<file path="src/rtl/cmdbg_regs.vh">
// register offsets, field positions, reset values and codes for cmdbg
`ifndef CMDBG_REGS_VH
`define CMDBG_REGS_VH
`define CMDBG_ADDR_W        4
`define CMDBG_OFS_CORE_CTRL 4'h0
`define CMDBG_OFS_TX_PEND   4'h1
`define CMDBG_OFS_IRQ_FLAGS 4'h2
`define CMDBG_OFS_IRQ_MASK  4'h3
`define CMDBG_OFS_RXF1_STAT 4'h4
`define CMDBG_OFS_EVT_FIFO  4'h5
`define CMDBG_OFS_EVT_STAT  4'h6
`define CMDBG_OFS_TX_SET    4'h7
`define CMDBG_OFS_ID        4'h8
// core control fields
`define CMDBG_CC_INIT       0
`define CMDBG_CC_CCE        1
`define CMDBG_CC_RESTR      2
`define CMDBG_CC_MODE_LO    4
`define CMDBG_CC_MODE_HI    5
// interrupt flag fields
`define CMDBG_IRQ_W         3
`define CMDBG_IRQ_MSG_RAM_ACCESS_FAIL_FLAG      0
`define CMDBG_IRQ_TXEV      1
`define CMDBG_IRQ_ABORT     2
// operating modes
`define CMDBG_MODE_CLASSIC  2'h0
`define CMDBG_MODE_FD       2'h1
`define CMDBG_MODE_FD_BRS   2'h2
// debug message states
`define CMDBG_DMS_IDLE      2'h0
`define CMDBG_DMS_A         2'h1
`define CMDBG_DMS_AB        2'h2
`define CMDBG_DMS_ABC       2'h3
// widths and reset values
`define CMDBG_NBUF          4
`define CMDBG_EVT_DEPTH     4
`define CMDBG_EVT_PTR_W     2
`define CMDBG_CC_RESET      8'h01
// identity value is arbitrary and names no maker or part
`define CMDBG_ID_VALUE      32'h00c0ffee
`endif

</file>
<file path="src/rtl/cmdbg_top.v">
// can mode change and debug state block, top level with registers
`timescale 1ns/1ps
`include "cmdbg_regs.vh"
module cmdbg_top (
  // clock and reset
  input  wire        clk_sys,
  input  wire        reset_n,
  // register port
  input  wire [3:0]  reg_addr,
  input  wire [31:0] reg_wdata,
  input  wire        reg_wr,
  input  wire        reg_rd,
  output reg  [31:0] reg_rdata,
  // protocol engine side
  input  wire        tx_start,
  input  wire        tx_done,
  input  wire        bus_off,
  input  wire        dbg_msg_a,
  input  wire        dbg_msg_b,
  input  wire        dbg_msg_c,
  input  wire        dma_done,
  output wire        tx_fd,
  output wire        tx_brs,
  output reg         tx_abort,
  output wire        dma_req,
  // interrupt
  output wire        irq
);
  localparam NB = `CMDBG_NBUF;
  localparam PW = `CMDBG_EVT_PTR_W;

  reg  [7:0]           cc_reg;
  reg  [NB-1:0]        pend_reg;
  reg  [`CMDBG_IRQ_W-1:0] flags_reg;
  reg  [`CMDBG_IRQ_W-1:0] mask_reg;
  reg  [1:0]           evt_mem [0:`CMDBG_EVT_DEPTH-1];
  reg  [PW-1:0]        wp_reg;
  reg  [PW-1:0]        rp_reg;
  reg  [PW:0]          cnt_reg;
  reg                  fd_prev_reg;
  reg                  active_reg;
  wire [1:0]           debug_msg_state_field;
  wire [1:0]           mode;
  wire                 cap_fd;
  wire                 cap_brs;
  wire                 wr_cc;
  wire                 fail_start;
  wire                 good_start;
  wire                 evt_push;
  wire                 evt_pop;
  wire [`CMDBG_IRQ_W-1:0] ev_set;
  wire [NB-1:0]        pend_clr;
  wire [NB-1:0]        pend_set;

  assign mode  = cc_reg[`CMDBG_CC_MODE_HI:`CMDBG_CC_MODE_LO];
  assign wr_cc = reg_wr && (reg_addr == `CMDBG_OFS_CORE_CTRL);
  // fd to classic coinciding with a start: mode changes this cycle while
  // the last captured format was fd
  // a start while restricted is refused, so it cannot abort twice
  assign fail_start = tx_start && wr_cc && fd_prev_reg &&
    !cc_reg[`CMDBG_CC_RESTR] &&
    (reg_wdata[`CMDBG_CC_MODE_HI:`CMDBG_CC_MODE_LO] ==
     `CMDBG_MODE_CLASSIC);
  assign good_start = tx_start && !fail_start &&
    !cc_reg[`CMDBG_CC_RESTR];
  assign evt_pop  = reg_rd && (reg_addr == `CMDBG_OFS_EVT_FIFO) &&
    (cnt_reg != 0);
  // a full fifo still takes a record when a pop frees a slot this cycle
  assign evt_push = tx_done && active_reg &&
    ((cnt_reg != `CMDBG_EVT_DEPTH) || evt_pop);
  assign pend_clr = ((tx_done && active_reg) || fail_start) ?
    (pend_reg & (pend_reg - 1'b1)) : pend_reg;
  assign pend_set = (reg_wr && reg_addr == `CMDBG_OFS_TX_SET) ?
    reg_wdata[NB-1:0] : {NB{1'b0}};
  assign ev_set = {fail_start, evt_push, fail_start};
  assign tx_fd  = cap_fd;
  assign tx_brs = cap_brs;
  assign irq    = |(flags_reg & mask_reg);

  cmdbg_frame_cap u_cap (
    .clk_sys            (clk_sys),
    .reset_n            (reset_n),
    .tx_start           (good_start),
    .mode_request_field (mode),
    .fd_reg             (cap_fd),
    .brs_reg            (cap_brs)
  );

  cmdbg_dbg_fsm u_dbg (
    .clk_sys   (clk_sys),
    .reset_n   (reset_n),
    .init      (cc_reg[`CMDBG_CC_INIT]),
    .bus_off   (bus_off),
    .dbg_msg_a (dbg_msg_a),
    .dbg_msg_b (dbg_msg_b),
    .dbg_msg_c (dbg_msg_c),
    .dma_done  (dma_done),
    .state_reg (debug_msg_state_field),
    .dma_req   (dma_req)
  );

  // core control; init gates the restr write, cce is stored only and never touches dms
  always @(posedge clk_sys) begin
    if (!reset_n) begin
      cc_reg <= `CMDBG_CC_RESET;
    end else begin
      if (wr_cc) begin
        cc_reg[`CMDBG_CC_INIT] <= reg_wdata[`CMDBG_CC_INIT];
        cc_reg[`CMDBG_CC_CCE]  <= reg_wdata[`CMDBG_CC_CCE];
        cc_reg[7:3] <= {2'h0, reg_wdata[5:4], 1'b0};
        if (reg_wdata[`CMDBG_CC_INIT])
          cc_reg[`CMDBG_CC_RESTR] <= reg_wdata[`CMDBG_CC_RESTR];
      end
      if (fail_start)
        cc_reg[`CMDBG_CC_RESTR] <= 1'b1;
    end
  end

  // pending requests: set by software, cleared on completion or abort
  always @(posedge clk_sys) begin
    if (!reset_n) begin
      pend_reg    <= {NB{1'b0}};
      active_reg  <= 1'b0;
      fd_prev_reg <= 1'b0;
      tx_abort    <= 1'b0;
    end else begin
      tx_abort <= fail_start;
      if (good_start) begin
        active_reg  <= 1'b1;
        fd_prev_reg <= (mode != `CMDBG_MODE_CLASSIC);
      end else if (tx_done || fail_start) begin
        active_reg <= 1'b0;
      end
      // a set and a completion in one cycle must both take effect
      pend_reg <= pend_clr | pend_set;
    end
  end

  // event fifo, record taken from the captured format
  always @(posedge clk_sys) begin
    if (!reset_n) begin
      wp_reg  <= {PW{1'b0}};
      rp_reg  <= {PW{1'b0}};
      cnt_reg <= {(PW+1){1'b0}};
    end else begin
      if (evt_push) begin
        evt_mem[wp_reg] <= {cap_brs, cap_fd};
        wp_reg <= wp_reg + 1'b1;
      end
      if (evt_pop)
        rp_reg <= rp_reg + 1'b1;
      if (evt_push && !evt_pop)
        cnt_reg <= cnt_reg + 1'b1;
      else if (evt_pop && !evt_push)
        cnt_reg <= cnt_reg - 1'b1;
    end
  end

  // sticky flags, write one to clear, set wins
  always @(posedge clk_sys) begin
    if (!reset_n) begin
      flags_reg <= {`CMDBG_IRQ_W{1'b0}};
      mask_reg  <= {`CMDBG_IRQ_W{1'b0}};
    end else begin
      if (reg_wr && reg_addr == `CMDBG_OFS_IRQ_FLAGS)
        flags_reg <= (flags_reg & ~reg_wdata[`CMDBG_IRQ_W-1:0]) | ev_set;
      else
        flags_reg <= flags_reg | ev_set;
      if (reg_wr && reg_addr == `CMDBG_OFS_IRQ_MASK)
        mask_reg <= reg_wdata[`CMDBG_IRQ_W-1:0];
    end
  end

  // read data one cycle after the strobe, zero otherwise
  always @(posedge clk_sys) begin
    if (!reset_n) begin
      reg_rdata <= 32'h0;
    end else if (reg_rd) begin
      case (reg_addr)
        `CMDBG_OFS_CORE_CTRL: reg_rdata <= {24'h0, cc_reg};
        `CMDBG_OFS_TX_PEND:   reg_rdata <= {28'h0, pend_reg};
        `CMDBG_OFS_IRQ_FLAGS: reg_rdata <= {29'h0, flags_reg};
        `CMDBG_OFS_IRQ_MASK:  reg_rdata <= {29'h0, mask_reg};
        `CMDBG_OFS_RXF1_STAT: reg_rdata <= {30'h0, debug_msg_state_field};
        `CMDBG_OFS_EVT_FIFO:
          reg_rdata <= (cnt_reg != 0) ?
            {30'h0, evt_mem[rp_reg]} : 32'h0;
        `CMDBG_OFS_EVT_STAT:  reg_rdata <= {29'h0, cnt_reg};
        `CMDBG_OFS_ID:        reg_rdata <= `CMDBG_ID_VALUE;
        default:              reg_rdata <= 32'h0;
      endcase
    end else begin
      reg_rdata <= 32'h0;
    end
  end
endmodule

</file>
<file path="src/rtl/cmdbg_frame_cap.v">
// captures frame format once at the start of a transmission
`timescale 1ns/1ps
`include "cmdbg_regs.vh"
module cmdbg_frame_cap (
  // clock and reset
  input  wire       clk_sys,
  input  wire       reset_n,
  // control
  input  wire       tx_start,
  input  wire [1:0] mode_request_field,
  // captured format
  output reg        fd_reg,
  output reg        brs_reg
);
  always @(posedge clk_sys) begin
    if (!reset_n) begin
      fd_reg  <= 1'b0;
      brs_reg <= 1'b0;
    end else if (tx_start) begin
      // one capture serves the bus frame and the event record
      fd_reg  <= (mode_request_field != `CMDBG_MODE_CLASSIC);
      brs_reg <= (mode_request_field == `CMDBG_MODE_FD_BRS);
    end
  end
endmodule

</file>
<file path="src/rtl/cmdbg_dbg_fsm.v">
// debug message handling state machine
`timescale 1ns/1ps
`include "cmdbg_regs.vh"
module cmdbg_dbg_fsm (
  // clock and reset
  input  wire       clk_sys,
  input  wire       reset_n,
  // controls
  input  wire       init,
  input  wire       bus_off,
  input  wire       dbg_msg_a,
  input  wire       dbg_msg_b,
  input  wire       dbg_msg_c,
  input  wire       dma_done,
  // state
  output reg  [1:0] state_reg,
  output wire       dma_req
);
  reg [1:0] state_next;
  assign dma_req = (state_reg == `CMDBG_DMS_ABC);
  always @* begin
    state_next = state_reg;
    case (state_reg)
      `CMDBG_DMS_IDLE: begin
        if (dbg_msg_a)
          state_next = `CMDBG_DMS_A;
      end
      `CMDBG_DMS_A: begin
        if (dbg_msg_b)
          state_next = `CMDBG_DMS_AB;
        else if (dbg_msg_a | dbg_msg_c)
          state_next = `CMDBG_DMS_IDLE;
      end
      `CMDBG_DMS_AB: begin
        if (dbg_msg_c)
          state_next = `CMDBG_DMS_ABC;
        else if (dbg_msg_a | dbg_msg_b)
          state_next = `CMDBG_DMS_IDLE;
      end
      `CMDBG_DMS_ABC: begin
        if (dma_done)
          state_next = `CMDBG_DMS_IDLE;
      end
      default: state_next = `CMDBG_DMS_IDLE;
    endcase
    // init or bus-off forces idle instead of holding
    if (init | bus_off)
      state_next = `CMDBG_DMS_IDLE;
  end
  always @(posedge clk_sys) begin
    if (!reset_n)
      state_reg <= `CMDBG_DMS_IDLE;
    else
      state_reg <= state_next;
  end
endmodule

</file>
<file path="config.mk">
export PLATFORM = sky130hd
export DESIGN_NAME = cmdbg_top
export DESIGN_NICKNAME = d
export VERILOG_FILES = /design/src/rtl/cmdbg_top.v /design/src/rtl/cmdbg_frame_cap.v /design/src/rtl/cmdbg_dbg_fsm.v
export VERILOG_INCLUDE_DIRS = /design/src /design/src/rtl
export SDC_FILE = /design/constraint.sdc
export NUM_CORES = 1
export LEC_CHECK = 0
export BUFFER_PORTS_ARGS = -buffer_cell sky130_fd_sc_hd__buf_2
export CAP_MARGIN = 20
export CORE_ASPECT_RATIO = 1.4
export CORE_UTILIZATION = 35
export DETAILED_ROUTE_END_ITERATION = 6
export PLACE_DENSITY = 0.68
export SLEW_MARGIN = 20
export SYNTH_ARGS = -nofsm -noshare
export SYNTH_HDL_FRONTEND = slang
export SYNTH_SLANG_ARGS = --single-unit
</file>
<file path="constraint.sdc">
create_clock -name clk_sys -period 6.5 [get_ports clk_sys]
set_clock_uncertainty 0.2 [all_clocks]
set_input_delay 0.325 -clock clk_sys [delete_from_list [all_inputs] [get_ports clk_sys]]
set_output_delay 0.325 -clock clk_sys [all_outputs]
set_load 0.01 [all_outputs]
</file>
# Word level (Yosys, flattened, before mapping)
# Memory sizes are Yosys's and may differ from the RTL's. A register that Yosys moved wholly into a read port is not among the register bits.
# Cells that the tools add are included.
word_totals:
  in_bits: 47
  word_cells: 109
  mem_count: 1
  reg_bits: 60
  output_inout_bits: 37
  ramBits: 8
op_classes:
  bitwise_logic: 11
  add_sub_neg: 5
  mux: 24
  n_eq_ne: 17
  n_reduce_logical: 37
mem_list:
  columns: ["memory", "depth", "width", "read_ports", "rd_ports_with_merged_regs", "wr", "line_no", "rtl"]
  rows:
  - ["evt_mem", 4, 2, 1, 1, 1, "cmdbg_top.v:36", "reg [1:0] evt_mem [0:`CMDBG_EVT_DEPTH-1];"]
op_table:
  columns: ["operator", "count"]
  rows:
  - ["$pmux 24 s8", 1]
  - ["$mux 2", 9]
  - ["$eq 4x3->1 const B", 4]
  - ["$logic_and 1x1->1", 16]
  - ["$mux 3", 4]
  - ["$reduce_bool 2->1", 5]
  - ["$eq 4x2->1 const B", 2]
  - ["$mux 4", 2]
  - ["$pmux 2 s4", 1]
  - ["$mux 1", 7]
  - ["$and 3x3->3", 2]
  - ["$eq 2x2->1 const B", 3]
  - ["$ne 3x2->1 const B", 2]
  - ["$or 3x3->3", 2]
  - ["$add 2x1->2 const B", 2]
  - ["$and 4x4->4", 1]
  - ["$eq 4x1->1 const B", 1]
  - ["$eq 4x4->1 const B", 1]
  - ["$logic_not 1->1", 4]
  - ["$logic_not 2->1", 2]
  - ["$logic_not 4->1", 1]
  - ["$ne 2x2->1 const B", 2]
  - ["$or 4x4->4", 1]
  - ["$reduce_and 2->1", 2]
  - ["other kinds (13)", 17]

# Logic depth before layout (Yosys ltp)
# Gate-level depths: netlist of run 1.
depth:
  word_depth: 10
  depth_mapped: 10
  depth_no_buf: 9

# Cells and area by module
# A second synthesis of run 1 with hierarchy kept.
hier_totals:
  hier_cells: 247
  hier_area_um2: 2402.3
by_module_without_submodules:
  columns: ["module", "n_inst", "seq_area_each_um2", "cells_per_inst", "area_per_inst_um2"]
  rows:
  - ["cmdbg_top", 1, 920.9, 223, 2195.9]
  - ["cmdbg_dbg_fsm", 1, 40.0, 16, 132.6]
  - ["cmdbg_frame_cap", 1, 40.0, 8, 73.8]

# Least setup slack after synthesis of run 1
# Ideal clock, no wire load.
synth_path:
  path_kind: "input to register"
  from: "in reg_addr[2]"
  to: "reg cnt_reg[2]"
  path_buffers: 1
  t_arrival_ns: 2.292
  setup_time_ns: 0.070
  required_ns: 6.230
  path_stages: 10
  slack_ns: 3.937
  cell_sequence: "buf_2 and4bb_2 a21boi_0 nor2_1 ha_1 inv_1 fa_1 xor2_1 or3_1 a21oi_1"
synth_between:
  elab_chain_cells: 8
  elab_cells_between_ends: 11
  classes_between: "eq/ne (1); mux (1); reduce/logical (9)"
synth_lines:
  columns: ["item", "line_no", "rtl"]
  rows:
  - ["from (decl)", "cmdbg_top.v:9", "input wire [3:0] reg_addr,"]
  - ["$eq 4x3->1 (*)", null, null]
  - ["$logic_and 1x1->1 (*) (2 in series)", "cmdbg_top.v:66", "assign evt_pop = reg_rd && (reg_addr == `CMDBG_OFS_EVT_FIFO) &&"]
  - ["$logic_or 1x1->1 (*)", "cmdbg_top.v:70", "((cnt_reg != `CMDBG_EVT_DEPTH) || evt_pop);"]
  - ["$logic_and 1x1->1 (*)", "cmdbg_top.v:69", "assign evt_push = tx_done && active_reg &&"]
  - ["named net evt_push", "cmdbg_top.v:49", "wire evt_push;"]
  - ["$logic_not 1->1", "cmdbg_top.v:154", "else if (evt_pop && !evt_push)"]
  - ["$logic_and 1x1->1", "cmdbg_top.v:154", null]
  - ["$reduce_bool 2->1 (no line)", null, null]
  - ["to (signal assigned)", "cmdbg_top.v:144", "cnt_reg <= {(PW+1){1'b0}};"]
  - ["to (signal assigned)", "cmdbg_top.v:153", "cnt_reg <= cnt_reg + 1'b1;"]
  - ["to (signal assigned)", "cmdbg_top.v:155", "cnt_reg <= cnt_reg - 1'b1;"]
  - ["to (decl)", "cmdbg_top.v:39", "reg [PW:0] cnt_reg;"]
# Mark *: on every way through the listed nets, which the timed path passes. The rest lies on a longest branch.
# A chain may end at the register's enable or synchronous reset.

# Worst setup path after layout of run 1
# Same ends and word-level chain as after synthesis.

==> flow_summary.html, run 1 <==
<table>
<tr><th>Metric</th><th>Value</th></tr>
<tr><th colspan="2">Power</th></tr>
<tr><td>Worst vdd rail ir drop</td><td>around 130 uV</td></tr>
<tr><td>Static leakage</td><td>around 1.1 nW</td></tr>
<tr><td>Final total power</td><td>about 0.52 mW</td></tr>
<tr><td>Power density cells</td><td>between 200 and 250 mW/mm^2</td></tr>
<tr><th colspan="2">Critical path</th></tr>
<tr><td>Maximum net fanout on the critical path</td><td>17</td></tr>
<tr><td>Type of the worst setup path</td><td>in2reg</td></tr>
<tr><td>Critical Path End Type</td><td>register</td></tr>
<tr><td>Critical path arrival</td><td>2750 ps</td></tr>
<tr><td>FF-to-FF setup slack</td><td>3930 ps</td></tr>
<tr><td>Startpoint Class</td><td>input port</td></tr>
<tr><td>Crit path required time</td><td>about 6500 ps</td></tr>
<tr><td>Capture instance of the worst register-to-register path</td><td>cnt_reg[2]</td></tr>
<tr><td>Worst reg2reg path startpoint</td><td>cnt_reg[0]</td></tr>
<tr><td>Register-to-Register Path Depth</td><td>9</td></tr>
<tr><th colspan="2">Final layout</th></tr>
<tr><td>Post-Layout Inst Area</td><td>roughly 0.0026 mm^2</td></tr>
<tr><td>Number of antenna repair diodes</td><td>0</td></tr>
<tr><td>Most frequent standard cell in the layout excluding fill and tap cells</td><td>buf_2</td></tr>
<tr><td>Layout-stage area growth over the synthesis result</td><td>8.68%</td></tr>
<tr><td>Fraction of layout instances using a drive strength above 1</td><td>a little over a fifth</td></tr>
<tr><td>Final Non-Filler Cells</td><td>352</td></tr>
<tr><td>Number of nets in the final layout</td><td>330</td></tr>
<tr><td>Commonest cells after routing, fill and taps aside</td><td>43 x buf_2, 37 x dfxtp_1, 19 x a21oi_1</td></tr>
<tr><td>Final core utilization</td><td>between 30% and 40%</td></tr>
<tr><td>Fillcell total</td><td>670</td></tr>
<tr><td>Max FFs per register</td><td>8</td></tr>
<tr><th colspan="2">Global routing</th></tr>
<tr><td>Pin count of the biggest net entering global routing</td><td>26</td></tr>
<tr><td>All-layer global routing usage</td><td>a little over an eighth</td></tr>
<tr><td>Remaining global-route overflow</td><td>0</td></tr>
<tr><td>Antenna violations before repair</td><td>0</td></tr>
<tr><td>Number of global-route vias before repair</td><td>between 1500 and 2000</td></tr>
<tr><td>Wire length of the first global-routing pass</td><td>7310 um</td></tr>
<tr><th colspan="2">Clocking</th></tr>
<tr><td>Number of buffers added by the clock tree synthesis step</td><td>5</td></tr>
<tr><td>Clock latency on the worst-skew pair</td><td>about 300 ps</td></tr>
<tr><td>Clock slew at the register clock pins of the worst setup and hold paths</td><td>around 90 ps</td></tr>
<tr><td>Clock tree buffer depth</td><td>2</td></tr>
<tr><td>Buffer type at the clock tree root</td><td>clkbuf_8</td></tr>
<tr><td>Clock tree sinks</td><td>between 40 and 50</td></tr>
<tr><td>Setup Buffers After CTS</td><td>0</td></tr>
<tr><td>Maximum level of the CTS H-tree</td><td>2</td></tr>
<tr><td>Clock tree from TritonCTS</td><td>built</td></tr>
<tr><td>Post-CTS resize count</td><td>0</td></tr>
<tr><td>CTS hold repair buffers</td><td>0</td></tr>
<tr><th colspan="2">STA</th></tr>
<tr><td>Setup violations, final</td><td>0</td></tr>
<tr><td>WHS</td><td>between 80 and 90 ps</td></tr>
<tr><td>Final setup TNS</td><td>0 ps</td></tr>
<tr><td>Final worst-path setup slack</td><td>about 3800 ps</td></tr>
<tr><td>Max Freq</td><td>approximately 370 MHz</td></tr>
<tr><td>Unrepaired setup endpoints after global routing</td><td>false</td></tr>
<tr><td>Max-slew headroom</td><td>a little under half</td></tr>
<tr><td>Worst-margin pin slew</td><td>just under 800 ps</td></tr>
<tr><td>Fin. max-slew vios</td><td>0</td></tr>
<tr><td>Crit share post-route</td><td>approximately 42%</td></tr>
<tr><td>Final Critical Period</td><td>roughly 2700 ps</td></tr>
<tr><td>Total count of hold-check failures in the final report</td><td>0</td></tr>
<tr><th colspan="2">Route</th></tr>
<tr><td>Number of DRC markers after the initial detailed-route iteration</td><td>~120</td></tr>
<tr><td>Final WL</td><td>4750 um</td></tr>
<tr><td>ANT nets after route</td><td>0</td></tr>
<tr><td>Detailed Routing Iterations Pass 1</td><td>6</td></tr>
<tr><td>Remaining routing DRC violations</td><td>2</td></tr>
<tr><td>Average wire per cell in the routed design</td><td>around 14 um</td></tr>
<tr><td>Vias per cell</td><td>5.24</td></tr>
<tr><td>Routed vias</td><td>around 1800</td></tr>
<tr><th colspan="2">Placed design</th></tr>
<tr><td>Total placed instance area</td><td>about 0.0025 mm^2</td></tr>
<tr><td>Port Buffers</td><td>43</td></tr>
<tr><td>HPWL after detailed placement</td><td>around 3600 um</td></tr>
<tr><td>Count of placed standard cells including taps</td><td>344</td></tr>
<tr><td>Gp weighted congestion</td><td>between 0.7 and 0.8</td></tr>
<tr><td>Place WS</td><td>roughly 3500 ps</td></tr>
<tr><th colspan="2">Synthesis</th></tr>
<tr><td>Synthesized flop and latch total</td><td>45</td></tr>
<tr><td>Post-synthesis instance area</td><td>0.00236 mm^2</td></tr>
<tr><td>Yosys cell types</td><td>55</td></tr>
<tr><td>Avg Cell Area, Syn</td><td>9.49 um^2</td></tr>
<tr><td>Ys async rst share</td><td>0%</td></tr>
<tr><td>Count of warnings emitted by yosys</td><td>0</td></tr>
<tr><td>Most used DFF post-synth</td><td>dfxtp_1</td></tr>
<tr><td>Sequential element share of the synthesized area</td><td>41.5%</td></tr>
<tr><td>Gate count after technology mapping</td><td>249</td></tr>
<tr><td>Post-synth EDFFs</td><td>8</td></tr>
<tr><th colspan="2">Floorplan</th></tr>
<tr><td>Core box area</td><td>between 0.006 and 0.007 mm^2</td></tr>
<tr><td>Starting Density</td><td>36.0%</td></tr>
<tr><td>Die Span X</td><td>just over 70 um</td></tr>
<tr><td>Full die area</td><td>between 0.007 and 0.008 mm^2</td></tr>
<tr><td>Top-Level Pins</td><td>84</td></tr>
<tr><td>Row cnt</td><td>35</td></tr>
<tr><td>DIE HEIGHT</td><td>around 100 um</td></tr>
<tr><th colspan="2">Run</th></tr>
<tr><td>Count of maximum capacitance violations</td><td>0</td></tr>
<tr><th colspan="2">Status</th></tr>
<tr><td>Violated checks</td><td>design-rule violations</td></tr>
<tr><td>Status</td><td>complete, but fails checks</td></tr>
<tr><th colspan="2">Hold path</th></tr>
<tr><td>Number of cells on the worst hold path</td><td>3</td></tr>
<tr><td>Worst hold path endpoint</td><td>cc_reg[4]</td></tr>
<tr><td>Hold path startpoint</td><td>reg_wdata[4]</td></tr>
<tr><td>Worst min-delay path class</td><td>in2reg</td></tr>
</table>
## synthesized netlist by cell type, drive strengths merged, types with 2 or more instances
| cell type | count | area (um^2) |
|---|---|---|
| edfxtp | 8 | 240 |
| clkbuf | 4 | 15.0 |
| a211oi | 3 | 27.5 |
| nor2 | 19 | 73.8 |
| mux4 | 2 | 45.0 |
| o21ai | 11 | 55.1 |
| inv | 11 | 41.3 |
| a21oi | 19 | 95.1 |
| or3 | 3 | 18.8 |
| and3 | 5 | 31.3 |
| a21boi | 2 | 15.0 |
| a32oi | 2 | 17.5 |
| and2 | 3 | 18.8 |
| buf | 31 | 223 |
| nand2 | 13 | 48.8 |
| dfxtp | 37 | 741 |
| nand3 | 10 | 50.1 |
| mux2i | 8 | 80.1 |
| a21bo | 2 | 20.0 |
| nor3 | 2 | 10.0 |
| o32ai | 2 | 17.5 |
| mux2 | 2 | 22.5 |
| xor2 | 4 | 35.0 |
| nor3b | 4 | 41.3 |
| o211ai | 4 | 30.0 |
| o22a | 2 | 17.5 |
| o21bai | 2 | 15.0 |
| nand4 | 3 | 33.8 |
| o21a | 5 | 37.5 |
| ha | 5 | 62.6 |
| nand3b | 5 | 37.5 |
## worst max-delay path, stage by stage
cell and delay [ps]:
buf_2 290, and4bb_2 350, a21boi_0 170, nor2_1 320
ha_1 240, inv_1 60, fa_1 380, xor2_1 160
or3_1 300, a21oi_1 140
## area by class of cell
class	count	area, um^2	area share [%]
multi-input combinational	171	1150	44.9
sequential	45	981	38.2
timing repair buffer	43	215	8.38
tap	74	92.6	3.60
clock buffer	6	72.6	2.83
inverter	11	41.3	1.61
clock inverter	2	13.8	0.536
## where the power goes
| group | internal [mW] | leakage [nW] | total [mW] | switching (mW) |
|---|---|---|---|---|
| combinational | 0.0210 | 0.669 | 0.0566 | 0.0356 |
| clock | 0.0761 | 0.0417 | 0.171 | 0.0952 |
| sequential | 0.288 | 0.379 | 0.294 | 0.00555 |
| total | 0.385 | 1.09 | 0.522 | 0.136 |
## how the worst max path moves through the flow
stage / start / cells past startpoint / to
floorplan: reg_addr[2] / 10 / cnt_reg[2]
global placement: reg_addr[2] / 10 / cnt_reg[2]
detailed placement: reg_addr[2] / 10 / cnt_reg[2]
CTS: reg_addr[2] / 10 / cnt_reg[2]
global route: reg_addr[2] / 10 / cnt_reg[2]
finish: reg_addr[2] / 10 / cnt_reg[2]
## logic make-up after synthesis
| kind of cell | Yosys count | synth area share, % |
|---|---|---|
| AO/OA/AOI/OAI | 60 | 16.9 |
| XOR/XNOR | 4 | 1.48 |
| adder cells (fa/ha/maj) | 6 | 3.49 |
| buffers and inverters | 46 | 11.8 |
| flip-flops | 45 | 41.5 |
| multiplexers | 12 | 6.25 |
| other | 1 | 0.159 |
| AND/OR/NAND/NOR | 75 | 18.4 |
## routing by layer
metal  track usage [%]  share of wire [%]
met5                 0                  0
met3              2.43                4.1
met4              4.68                1.7
met1              16.0                 44
met2              23.5                 50
Power figures use the tool's default switching activity.
==> run 2: changes to the inputs <==
Settings changed: PLACE_DENSITY 0.68 to 0.7.
Clock period 6.5 ns to 2.3 ns, I/O delays scaled along.
==> run 2 against run 1 <==
The flow now finishes without violations. Register-to-register slack got worse by 3900 ps. Power rose to 3.2 times the previous value. Count of clock-buffer cells in the layout fell by 1. Wire length grew 6.0%. Global-route usage is 1.7 points higher. Via count grew 4.7%. Combinational power grew to 4.1 times the previous value. Cell count grew 9.9%. Core utilization is 6.1 points higher. Non-clock buffer count up 35. Critical path type is now reg2reg. Critical endpoint unchanged. Largest cell class unchanged.
==> flow_summary.html, run 2 (synthesis gave the netlist of run 1 again) <==
<table>
<tr><th>Metric</th><th>Value</th></tr>
<tr><th colspan="2">Final layout</th></tr>
<tr><td>Commonest cells after routing, fill and taps aside</td><td>43 x buf_2, 35 x dfxtp_1, 19 x buf_4</td></tr>
<tr><td>Max FFs per register</td><td>8 (unchanged)</td></tr>
<tr><td>Layout-stage area growth over the synthesis result</td><td>25.6%</td></tr>
<tr><td>Fillcell total</td><td>647 (-3.4%)</td></tr>
<tr><td>Fraction of layout instances using a drive strength above 1</td><td>29.4% (+7.5 points)</td></tr>
<tr><td>Number of nets in the final layout</td><td>365 (+11%)</td></tr>
<tr><td>Most frequent standard cell in the layout excluding fill and tap cells</td><td>buf_2</td></tr>
<tr><td>Sequential cell area</td><td>986 um^2 (+0.51%)</td></tr>
<tr><td>Number of antenna repair diodes</td><td>0 (unchanged)</td></tr>
<tr><td>Multi-input gate area in the final layout</td><td>0.00122 mm^2 (+5.9%)</td></tr>
<tr><th colspan="2">Critical path</th></tr>
<tr><td>Ordered cell list for the critical path</td><td>or3_4 -&gt; nand3_4 -&gt; ha_4 -&gt; inv_2 -&gt; fa_2 -&gt; xor2_2 -&gt; or3_1 -&gt; a21oi_2</td></tr>
<tr><td>FF-to-FF setup slack</td><td>20 ps (-3910 ps)</td></tr>
<tr><td>Type of the worst setup path</td><td>reg2reg</td></tr>
<tr><td>Critical path arrival</td><td>2310 ps (-440 ps)</td></tr>
<tr><td>Maximum single-stage delay on the critical path</td><td>380 ps (about the same)</td></tr>
<tr><td>Critical Path End Type</td><td>register</td></tr>
<tr><td>Buffers &amp; Inverters on Critical Path</td><td>1 (-1)</td></tr>
<tr><td>Crit path required time</td><td>2330 ps (-4180 ps)</td></tr>
<tr><td>Slowest cell on the critical path</td><td>or3_4</td></tr>
<tr><td>Startpoint Class</td><td>register</td></tr>
<tr><td>Cell class contributing the biggest share of worst-path delay</td><td>simple AND/OR/NAND/NOR gates</td></tr>
<tr><td>Maximum net fanout on the critical path</td><td>4 (-13)</td></tr>
<tr><th colspan="2">Clocking</th></tr>
<tr><td>Clock tree sinks</td><td>45 (unchanged)</td></tr>
<tr><td>Clock slew at the register clock pins of the worst setup and hold paths</td><td>80 ps (about the same)</td></tr>
<tr><td>Number of buffers added by the clock tree synthesis step</td><td>5 (unchanged)</td></tr>
<tr><td>Clock tree from TritonCTS</td><td>built</td></tr>
<tr><td>Clock tree buffer depth</td><td>2 (unchanged)</td></tr>
<tr><td>Buffer type at the clock tree root</td><td>clkbuf_8</td></tr>
<tr><td>Clock latency on the worst-skew pair</td><td>300 ps (about the same)</td></tr>
<tr><td>Maximum level of the CTS H-tree</td><td>2 (unchanged)</td></tr>
<tr><th colspan="2">Route</th></tr>
<tr><td>Routed vias</td><td>1930 (+4.7%)</td></tr>
<tr><td>Vias per cell</td><td>4.99 (-4.8%)</td></tr>
<tr><td>Number of DRC markers after the initial detailed-route iteration</td><td>170 (+48%)</td></tr>
<tr><td>ANT nets after route</td><td>0 (unchanged)</td></tr>
<tr><td>Detailed Routing Iterations Pass 1</td><td>4 (-2)</td></tr>
<tr><td>Average wire per cell in the routed design</td><td>13.0 um (-3.6%)</td></tr>
<tr><td>Remaining routing DRC violations</td><td>0 (-2)</td></tr>
<tr><td>Final WL</td><td>5040 um (+6.0%)</td></tr>
<tr><th colspan="2">Floorplan</th></tr>
<tr><td>DIE HEIGHT</td><td>99.2 um (unchanged)</td></tr>
<tr><td>Core box area</td><td>0.00657 mm^2 (unchanged)</td></tr>
<tr><td>Starting Density</td><td>36.0% (unchanged)</td></tr>
<tr><td>Row cnt</td><td>35 (unchanged)</td></tr>
<tr><td>Top-Level Pins</td><td>84 (unchanged)</td></tr>
<tr><td>Die Span X</td><td>71.5 um (unchanged)</td></tr>
<tr><td>Full die area</td><td>0.00709 mm^2 (unchanged)</td></tr>
<tr><th colspan="2">Hold path</th></tr>
<tr><td>Worst min-delay path class</td><td>in2reg</td></tr>
<tr><th colspan="2">Power</th></tr>
<tr><td>Combinational share of power</td><td>14.0% (+3.2 points)</td></tr>
<tr><td>Worst vdd rail ir drop</td><td>212 uV (+68%)</td></tr>
<tr><td>Internal portion of total power</td><td>1.25 mW (+220%)</td></tr>
<tr><td>Static leakage</td><td>1.28 nW (+17%)</td></tr>
<tr><td>Psw</td><td>0.402 mW (+200%)</td></tr>
<tr><td>Proportion of total power due to net switching</td><td>24.4% (-1.7 points)</td></tr>
<tr><td>Power density cells</td><td>555 mW/mm^2 (+170%)</td></tr>
<tr><td>Portion of total power attributed to sequential cells</td><td>50.3% (-6.0 points)</td></tr>
<tr><td>Part of the power in the clock network</td><td>35.7% (+2.8 points)</td></tr>
<tr><td>Final total power</td><td>1.65 mW (+220%)</td></tr>
<tr><th colspan="2">STA</th></tr>
<tr><td>Max Freq</td><td>approximately 440 MHz</td></tr>
<tr><td>Crit share post-route</td><td>between 90% and 100%</td></tr>
<tr><td>Setup violations, final</td><td>0 (unchanged)</td></tr>
<tr><td>Fin. max-slew vios</td><td>0 (unchanged)</td></tr>
<tr><td>WHS</td><td>92.3 ps (+4.15 ps)</td></tr>
<tr><td>Final Critical Period</td><td>about 2300 ps</td></tr>
<tr><td>Total count of hold-check failures in the final report</td><td>0 (unchanged)</td></tr>
<tr><td>Unrepaired setup endpoints after global routing</td><td>true</td></tr>
<tr><th colspan="2">Global routing</th></tr>
<tr><td>Antenna violations before repair</td><td>0 (unchanged)</td></tr>
<tr><td>Most used routing layer in global routing</td><td>met2</td></tr>
<tr><td>Global-route track usage on met1</td><td>17.9% (+1.9 points)</td></tr>
<tr><td>Remaining global-route overflow</td><td>0 (unchanged)</td></tr>
<tr><td>Met3 Track Usage GR</td><td>2.13% (-0.30 points)</td></tr>
<tr><td>Wire length of the first global-routing pass</td><td>8270 um (+13%)</td></tr>
<tr><td>Number of global-route vias before repair</td><td>1802 (+18%)</td></tr>
<tr><td>All-layer global routing usage</td><td>15.0% (+1.7 points)</td></tr>
<tr><td>GR Layer Usage met2</td><td>26.0% (+2.5 points)</td></tr>
<tr><td>Pin count of the biggest net entering global routing</td><td>25 (-3.8%)</td></tr>
<tr><th colspan="2">Placed design</th></tr>
<tr><td>Gp weighted congestion</td><td>0.775 (+1.7%)</td></tr>
<tr><td>HPWL after detailed placement</td><td>3690 um (+2.4%)</td></tr>
<tr><td>Port Buffers</td><td>43 (unchanged)</td></tr>
<tr><th colspan="2">Status</th></tr>
<tr><td>Status</td><td>complete, no violations</td></tr>
<tr><th colspan="2">Run</th></tr>
<tr><td>Count of maximum capacitance violations</td><td>0 (unchanged)</td></tr>
</table>
==> run 2: changes by cell type in the layout (fill, tap and decap cells not counted), sizes merged <==
cell	before	now
clkinv	0	1
clkbuf	6	5
dlygate4sd3	0	16
buf	43	62
inv	12	11
bufinv	0	1
==> run 2: area by class of cell <==
| cell class | instances | area share [%] |
|---|---|---|
| inverter | 11 | 1.39 |
| clock buffer | 5 | 2.32 |
| clock inverter | 3 | 1.39 |
| multi-input combinational | 171 | 41.1 |
| timing repair buffer | 78 | 17.5 |
| sequential | 45 | 33.2 |
| tap | 74 | 3.12 |
==> run 2: worst paths after layout <==
kind,startpoint,end,cells after the start
setup / recovery,cnt_reg[2],cnt_reg[2],8
hold / removal,tx_start,u_cap.fd_reg,4
setup reg to reg,cnt_reg[2],cnt_reg[2],8
hold reg to reg,cc_reg[1],cc_reg[1],2
==> run 2: tightest hold or removal path, stage by stage <==
cell	delay [ps]
buf_2	110
nor2b_1	180
nor2_1	100
a311oi_1	50
==> run 2: per-layer routing <==
metal / up-vias / routed length (um)
li1: 977 / -
met3: 5 / 188
met2: 61 / 2520
met5: - / 0
met1: 887 / 2230
met4: 0 / 99
==> run 2: power by group through the flow <==
stage	registers (mW)	logic, mW	clock network [mW]
3_3_place_gp	0.846	0.181	0
4_1_cts	0.828	0.209	0.606
5_1_grt	0.831	0.254	0.634
6_report	0.829	0.231	0.588
2_1_floorplan	0.845	0.133	0
3_5_place_dp	0.846	0.185	0
==> run 2: timing repair <==
item,CTS,global route
setup buffers,0,5
hold buffers,16,0
endpoints found under the setup margin,1,2
gates cloned,0,0
endpoints found under the hold margin,19,0
gates resized for setup,3,12
pin swaps,1,7
==> run 2: stage by stage <==
step                      worst slack (ps)  setup TNS [ps]  area [um^2]  std cells  util, %
after detailed placement             -30.3           -30.3         2590        358     39.5
after CTS                            0.654               0         2870        382     43.8
after global placement               0.851               0         2590        358     39.5
after global routing                 -49.3           -49.3         2970        387     45.2
after floorplan                       4.77               0         2420        262        -
final                                 23.1               0         2970        387     45.2
==> run 3: changes to the inputs <==
Settings changed: CORE_UTILIZATION 35 to 45, PLACE_DENSITY 0.7 to 0.84.
==> run 3 against run 2 <==
The run now ends with negative setup slack left. Count of clock-buffer cells in the layout unchanged. Power grew 1.1%. Global-route usage grew 4.6 points. Register-to-register slack got worse by 60 ps. Cell count shrank 1.8%. Maximum frequency down 2.6%. Via count increased by 6.3%. Clock power rose by 1%. Critical endpoint unchanged.
==> flow_summary.html, run 3 (synthesis gave the netlist of run 1 again) <==
<table>
<tr><th>Metric</th><th>Value</th></tr>
<tr><th colspan="2">Route</th></tr>
<tr><td>Final WL</td><td>5400 um (+7.2%)</td></tr>
<tr><td>Detailed Routing Iterations Pass 1</td><td>4 (unchanged)</td></tr>
<tr><td>Remaining routing DRC violations</td><td>0 (unchanged)</td></tr>
<tr><td>ANT nets after route</td><td>0 (unchanged)</td></tr>
<tr><td>Vias per cell</td><td>5.40 (+8.2%)</td></tr>
<tr><td>Routed vias</td><td>2051 (+6.3%)</td></tr>
<tr><td>Average wire per cell in the routed design</td><td>14.2 um (+9.2%)</td></tr>
<tr><td>Number of DRC markers after the initial detailed-route iteration</td><td>107 (-37%)</td></tr>
<tr><th colspan="2">Clocking</th></tr>
<tr><td>Maximum level of the CTS H-tree</td><td>2 (unchanged)</td></tr>
<tr><td>Number of buffers added by the clock tree synthesis step</td><td>5 (unchanged)</td></tr>
<tr><td>Clock tree buffer depth</td><td>2 (unchanged)</td></tr>
<tr><td>Clock slew at the register clock pins of the worst setup and hold paths</td><td>90 ps (about the same)</td></tr>
<tr><td>Clock tree sinks</td><td>45 (unchanged)</td></tr>
<tr><td>Buffer type at the clock tree root</td><td>clkbuf_8</td></tr>
<tr><td>Clock latency on the worst-skew pair</td><td>310 ps (about the same)</td></tr>
<tr><td>Clock tree from TritonCTS</td><td>built</td></tr>
<tr><th colspan="2">Critical path</th></tr>
<tr><td>Startpoint Class</td><td>register</td></tr>
<tr><td>Type of the worst setup path</td><td>reg2reg</td></tr>
<tr><td>Critical path arrival</td><td>2390 ps (+80 ps)</td></tr>
<tr><td>Maximum net fanout on the critical path</td><td>3 (-1)</td></tr>
<tr><td>Crit path required time</td><td>2350 ps (+20 ps)</td></tr>
<tr><td>Critical Path End Type</td><td>register</td></tr>
<tr><th colspan="2">Placed design</th></tr>
<tr><td>Gp weighted congestion</td><td>0.866 (+12%)</td></tr>
<tr><td>HPWL after detailed placement</td><td>3690 um (about the same)</td></tr>
<tr><td>Port Buffers</td><td>43 (unchanged)</td></tr>
<tr><td>Count of placed standard cells including taps</td><td>350 (-2.2%)</td></tr>
<tr><td>Place WS</td><td>-20.2 ps (+10.1 ps)</td></tr>
<tr><th colspan="2">STA</th></tr>
<tr><td>Max Freq</td><td>428 MHz (-2.6%)</td></tr>
<tr><td>Final worst-path setup slack</td><td>-37.1 ps (-60.2 ps)</td></tr>
<tr><td>Fin. max-slew vios</td><td>0 (unchanged)</td></tr>
<tr><td>Crit share post-route</td><td>102% (+2.6 points)</td></tr>
<tr><td>Final Critical Period</td><td>2340 ps (+60.2 ps)</td></tr>
<tr><td>Final setup TNS</td><td>-37.1 ps (-37.1 ps)</td></tr>
<tr><td>Unrepaired setup endpoints after global routing</td><td>true</td></tr>
<tr><td>Setup violations, final</td><td>1 (+1)</td></tr>
<tr><td>Total count of hold-check failures in the final report</td><td>0 (unchanged)</td></tr>
<tr><th colspan="2">Final layout</th></tr>
<tr><td>Number of antenna repair diodes</td><td>0 (unchanged)</td></tr>
<tr><td>Most frequent standard cell in the layout excluding fill and tap cells</td><td>buf_2</td></tr>
<tr><td>Max FFs per register</td><td>8 (unchanged)</td></tr>
<tr><td>Layout-stage area growth over the synthesis result</td><td>26.3%</td></tr>
<tr><td>Fraction of layout instances using a drive strength above 1</td><td>30.4% (+0.99 points)</td></tr>
<tr><td>Number of nets in the final layout</td><td>368 (+0.82%)</td></tr>
<tr><td>Fillcell total</td><td>427 (-34%)</td></tr>
<tr><td>Final Non-Filler Cells</td><td>380 (-1.8%)</td></tr>
<tr><td>Commonest cells after routing, fill and taps aside</td><td>41 x buf_2, 35 x dfxtp_1, 22 x buf_4</td></tr>
<tr><th colspan="2">Global routing</th></tr>
<tr><td>GR Layer Usage met2</td><td>34.5% (+8.5 points)</td></tr>
<tr><td>Most used routing layer in global routing</td><td>met2</td></tr>
<tr><td>Met3 Track Usage GR</td><td>4.30% (+2.2 points)</td></tr>
<tr><td>Number of global-route vias before repair</td><td>1769 (-1.8%)</td></tr>
<tr><td>Wire length of the first global-routing pass</td><td>8370 um (+1.2%)</td></tr>
<tr><td>All-layer global routing usage</td><td>19.6% (+4.6 points)</td></tr>
<tr><td>Remaining global-route overflow</td><td>0 (unchanged)</td></tr>
<tr><td>Pin count of the biggest net entering global routing</td><td>20 (-20%)</td></tr>
<tr><td>Antenna violations before repair</td><td>0 (unchanged)</td></tr>
<tr><td>Global-route track usage on met1</td><td>22.9% (+5.0 points)</td></tr>
<tr><th colspan="2">Status</th></tr>
<tr><td>Status</td><td>complete, but fails checks</td></tr>
<tr><td>Violated checks</td><td>negative setup slack</td></tr>
<tr><th colspan="2">Run</th></tr>
<tr><td>Count of maximum capacitance violations</td><td>0 (unchanged)</td></tr>
<tr><th colspan="2">Floorplan</th></tr>
<tr><td>Row cnt</td><td>30 (-14%)</td></tr>
<tr><td>Top-Level Pins</td><td>84 (unchanged)</td></tr>
<tr><td>Starting Density</td><td>47.7% (+12 points)</td></tr>
<tr><td>Die Span X</td><td>63.3 um (-11%)</td></tr>
<tr><td>Full die area</td><td>0.00555 mm^2 (-22%)</td></tr>
<tr><td>Core box area</td><td>0.00495 mm^2 (-25%)</td></tr>
<tr><td>DIE HEIGHT</td><td>87.8 um (-12%)</td></tr>
<tr><th colspan="2">Power</th></tr>
<tr><td>Final total power</td><td>1.67 mW (+1.1%)</td></tr>
<tr><td>Static leakage</td><td>1.28 nW (+0.69%)</td></tr>
<tr><td>Worst vdd rail ir drop</td><td>346 uV (+63%)</td></tr>
<tr><td>Power density cells</td><td>558 mW/mm^2 (+0.54%)</td></tr>
<tr><th colspan="2">Hold path</th></tr>
<tr><td>Worst min-delay path class</td><td>in2reg</td></tr>
</table>
-- run 3: layout make-up --
| class | count | area, um^2 | share of cell area, % |
|---|---|---|---|
| repair buffers | 81 | 546 | 18.3 |
| flip-flops and latches | 45 | 983 | 33.0 |
| inverters | 11 | 45.0 | 1.51 |
| clock inverters | 3 | 41.3 | 1.38 |
| clock buffers | 5 | 68.8 | 2.31 |
| well taps | 64 | 80.1 | 2.68 |
| multi-input cells | 171 | 1220 | 40.9 |
-- run 3: per-stage QoR --
step	hold slack (ps)	util, %	instance area, um^2
2_1_floorplan	52.0	-	2420
3_3_place_gp	193	52.4	2590
3_5_place_dp	195	52.4	2590
4_1_cts	68.9	58.0	2880
5_1_grt	77.1	60.2	2980
6_report	69.9	60.2	2980
-- run 3: timing repair --
item	4_1_cts	5_1_grt
hold buffers	16	0
buffers inserted	0	6
resized for setup	2	15
hold endpoints to repair	19	0
pin swaps	0	7
endpoints found under the setup margin	1	3
-- run 3: power breakdown --
group          leakage [nW]  total (mW)  switching, mW  internal [mW]
combinational         0.853       0.241          0.126          0.116
sequential            0.379       0.829         0.0146          0.815
clock                0.0518       0.596          0.276          0.320
total                  1.28        1.67          0.416           1.25
-- run 3: worst paths after layout --
check,start,endpoint,slack [ps],depth (start not counted)
max,cnt_reg[0],cnt_reg[2],-40,8
min,tx_start,u_cap.fd_reg,70,4
max reg2reg,cnt_reg[0],cnt_reg[2],-40,8
min reg2reg,cc_reg[1],cc_reg[1],270,2
-- run 3: critical path: stages, from the launching register on --
cell and delay [ps]:
dfxtp_2 340, or3_4 400, nand3_4 100, ha_4 130
inv_2 40, fa_2 380, xor2_2 170, or3_1 400
a21oi_2 120
-- run 3: metal layers --
metal / vias up / part of all wire, %
met3: 10 / 5.3
met2: 80 / 52
met4: 0 / 2.4
met1: 969 / 41
li1: 992 / -
met5: - / 0
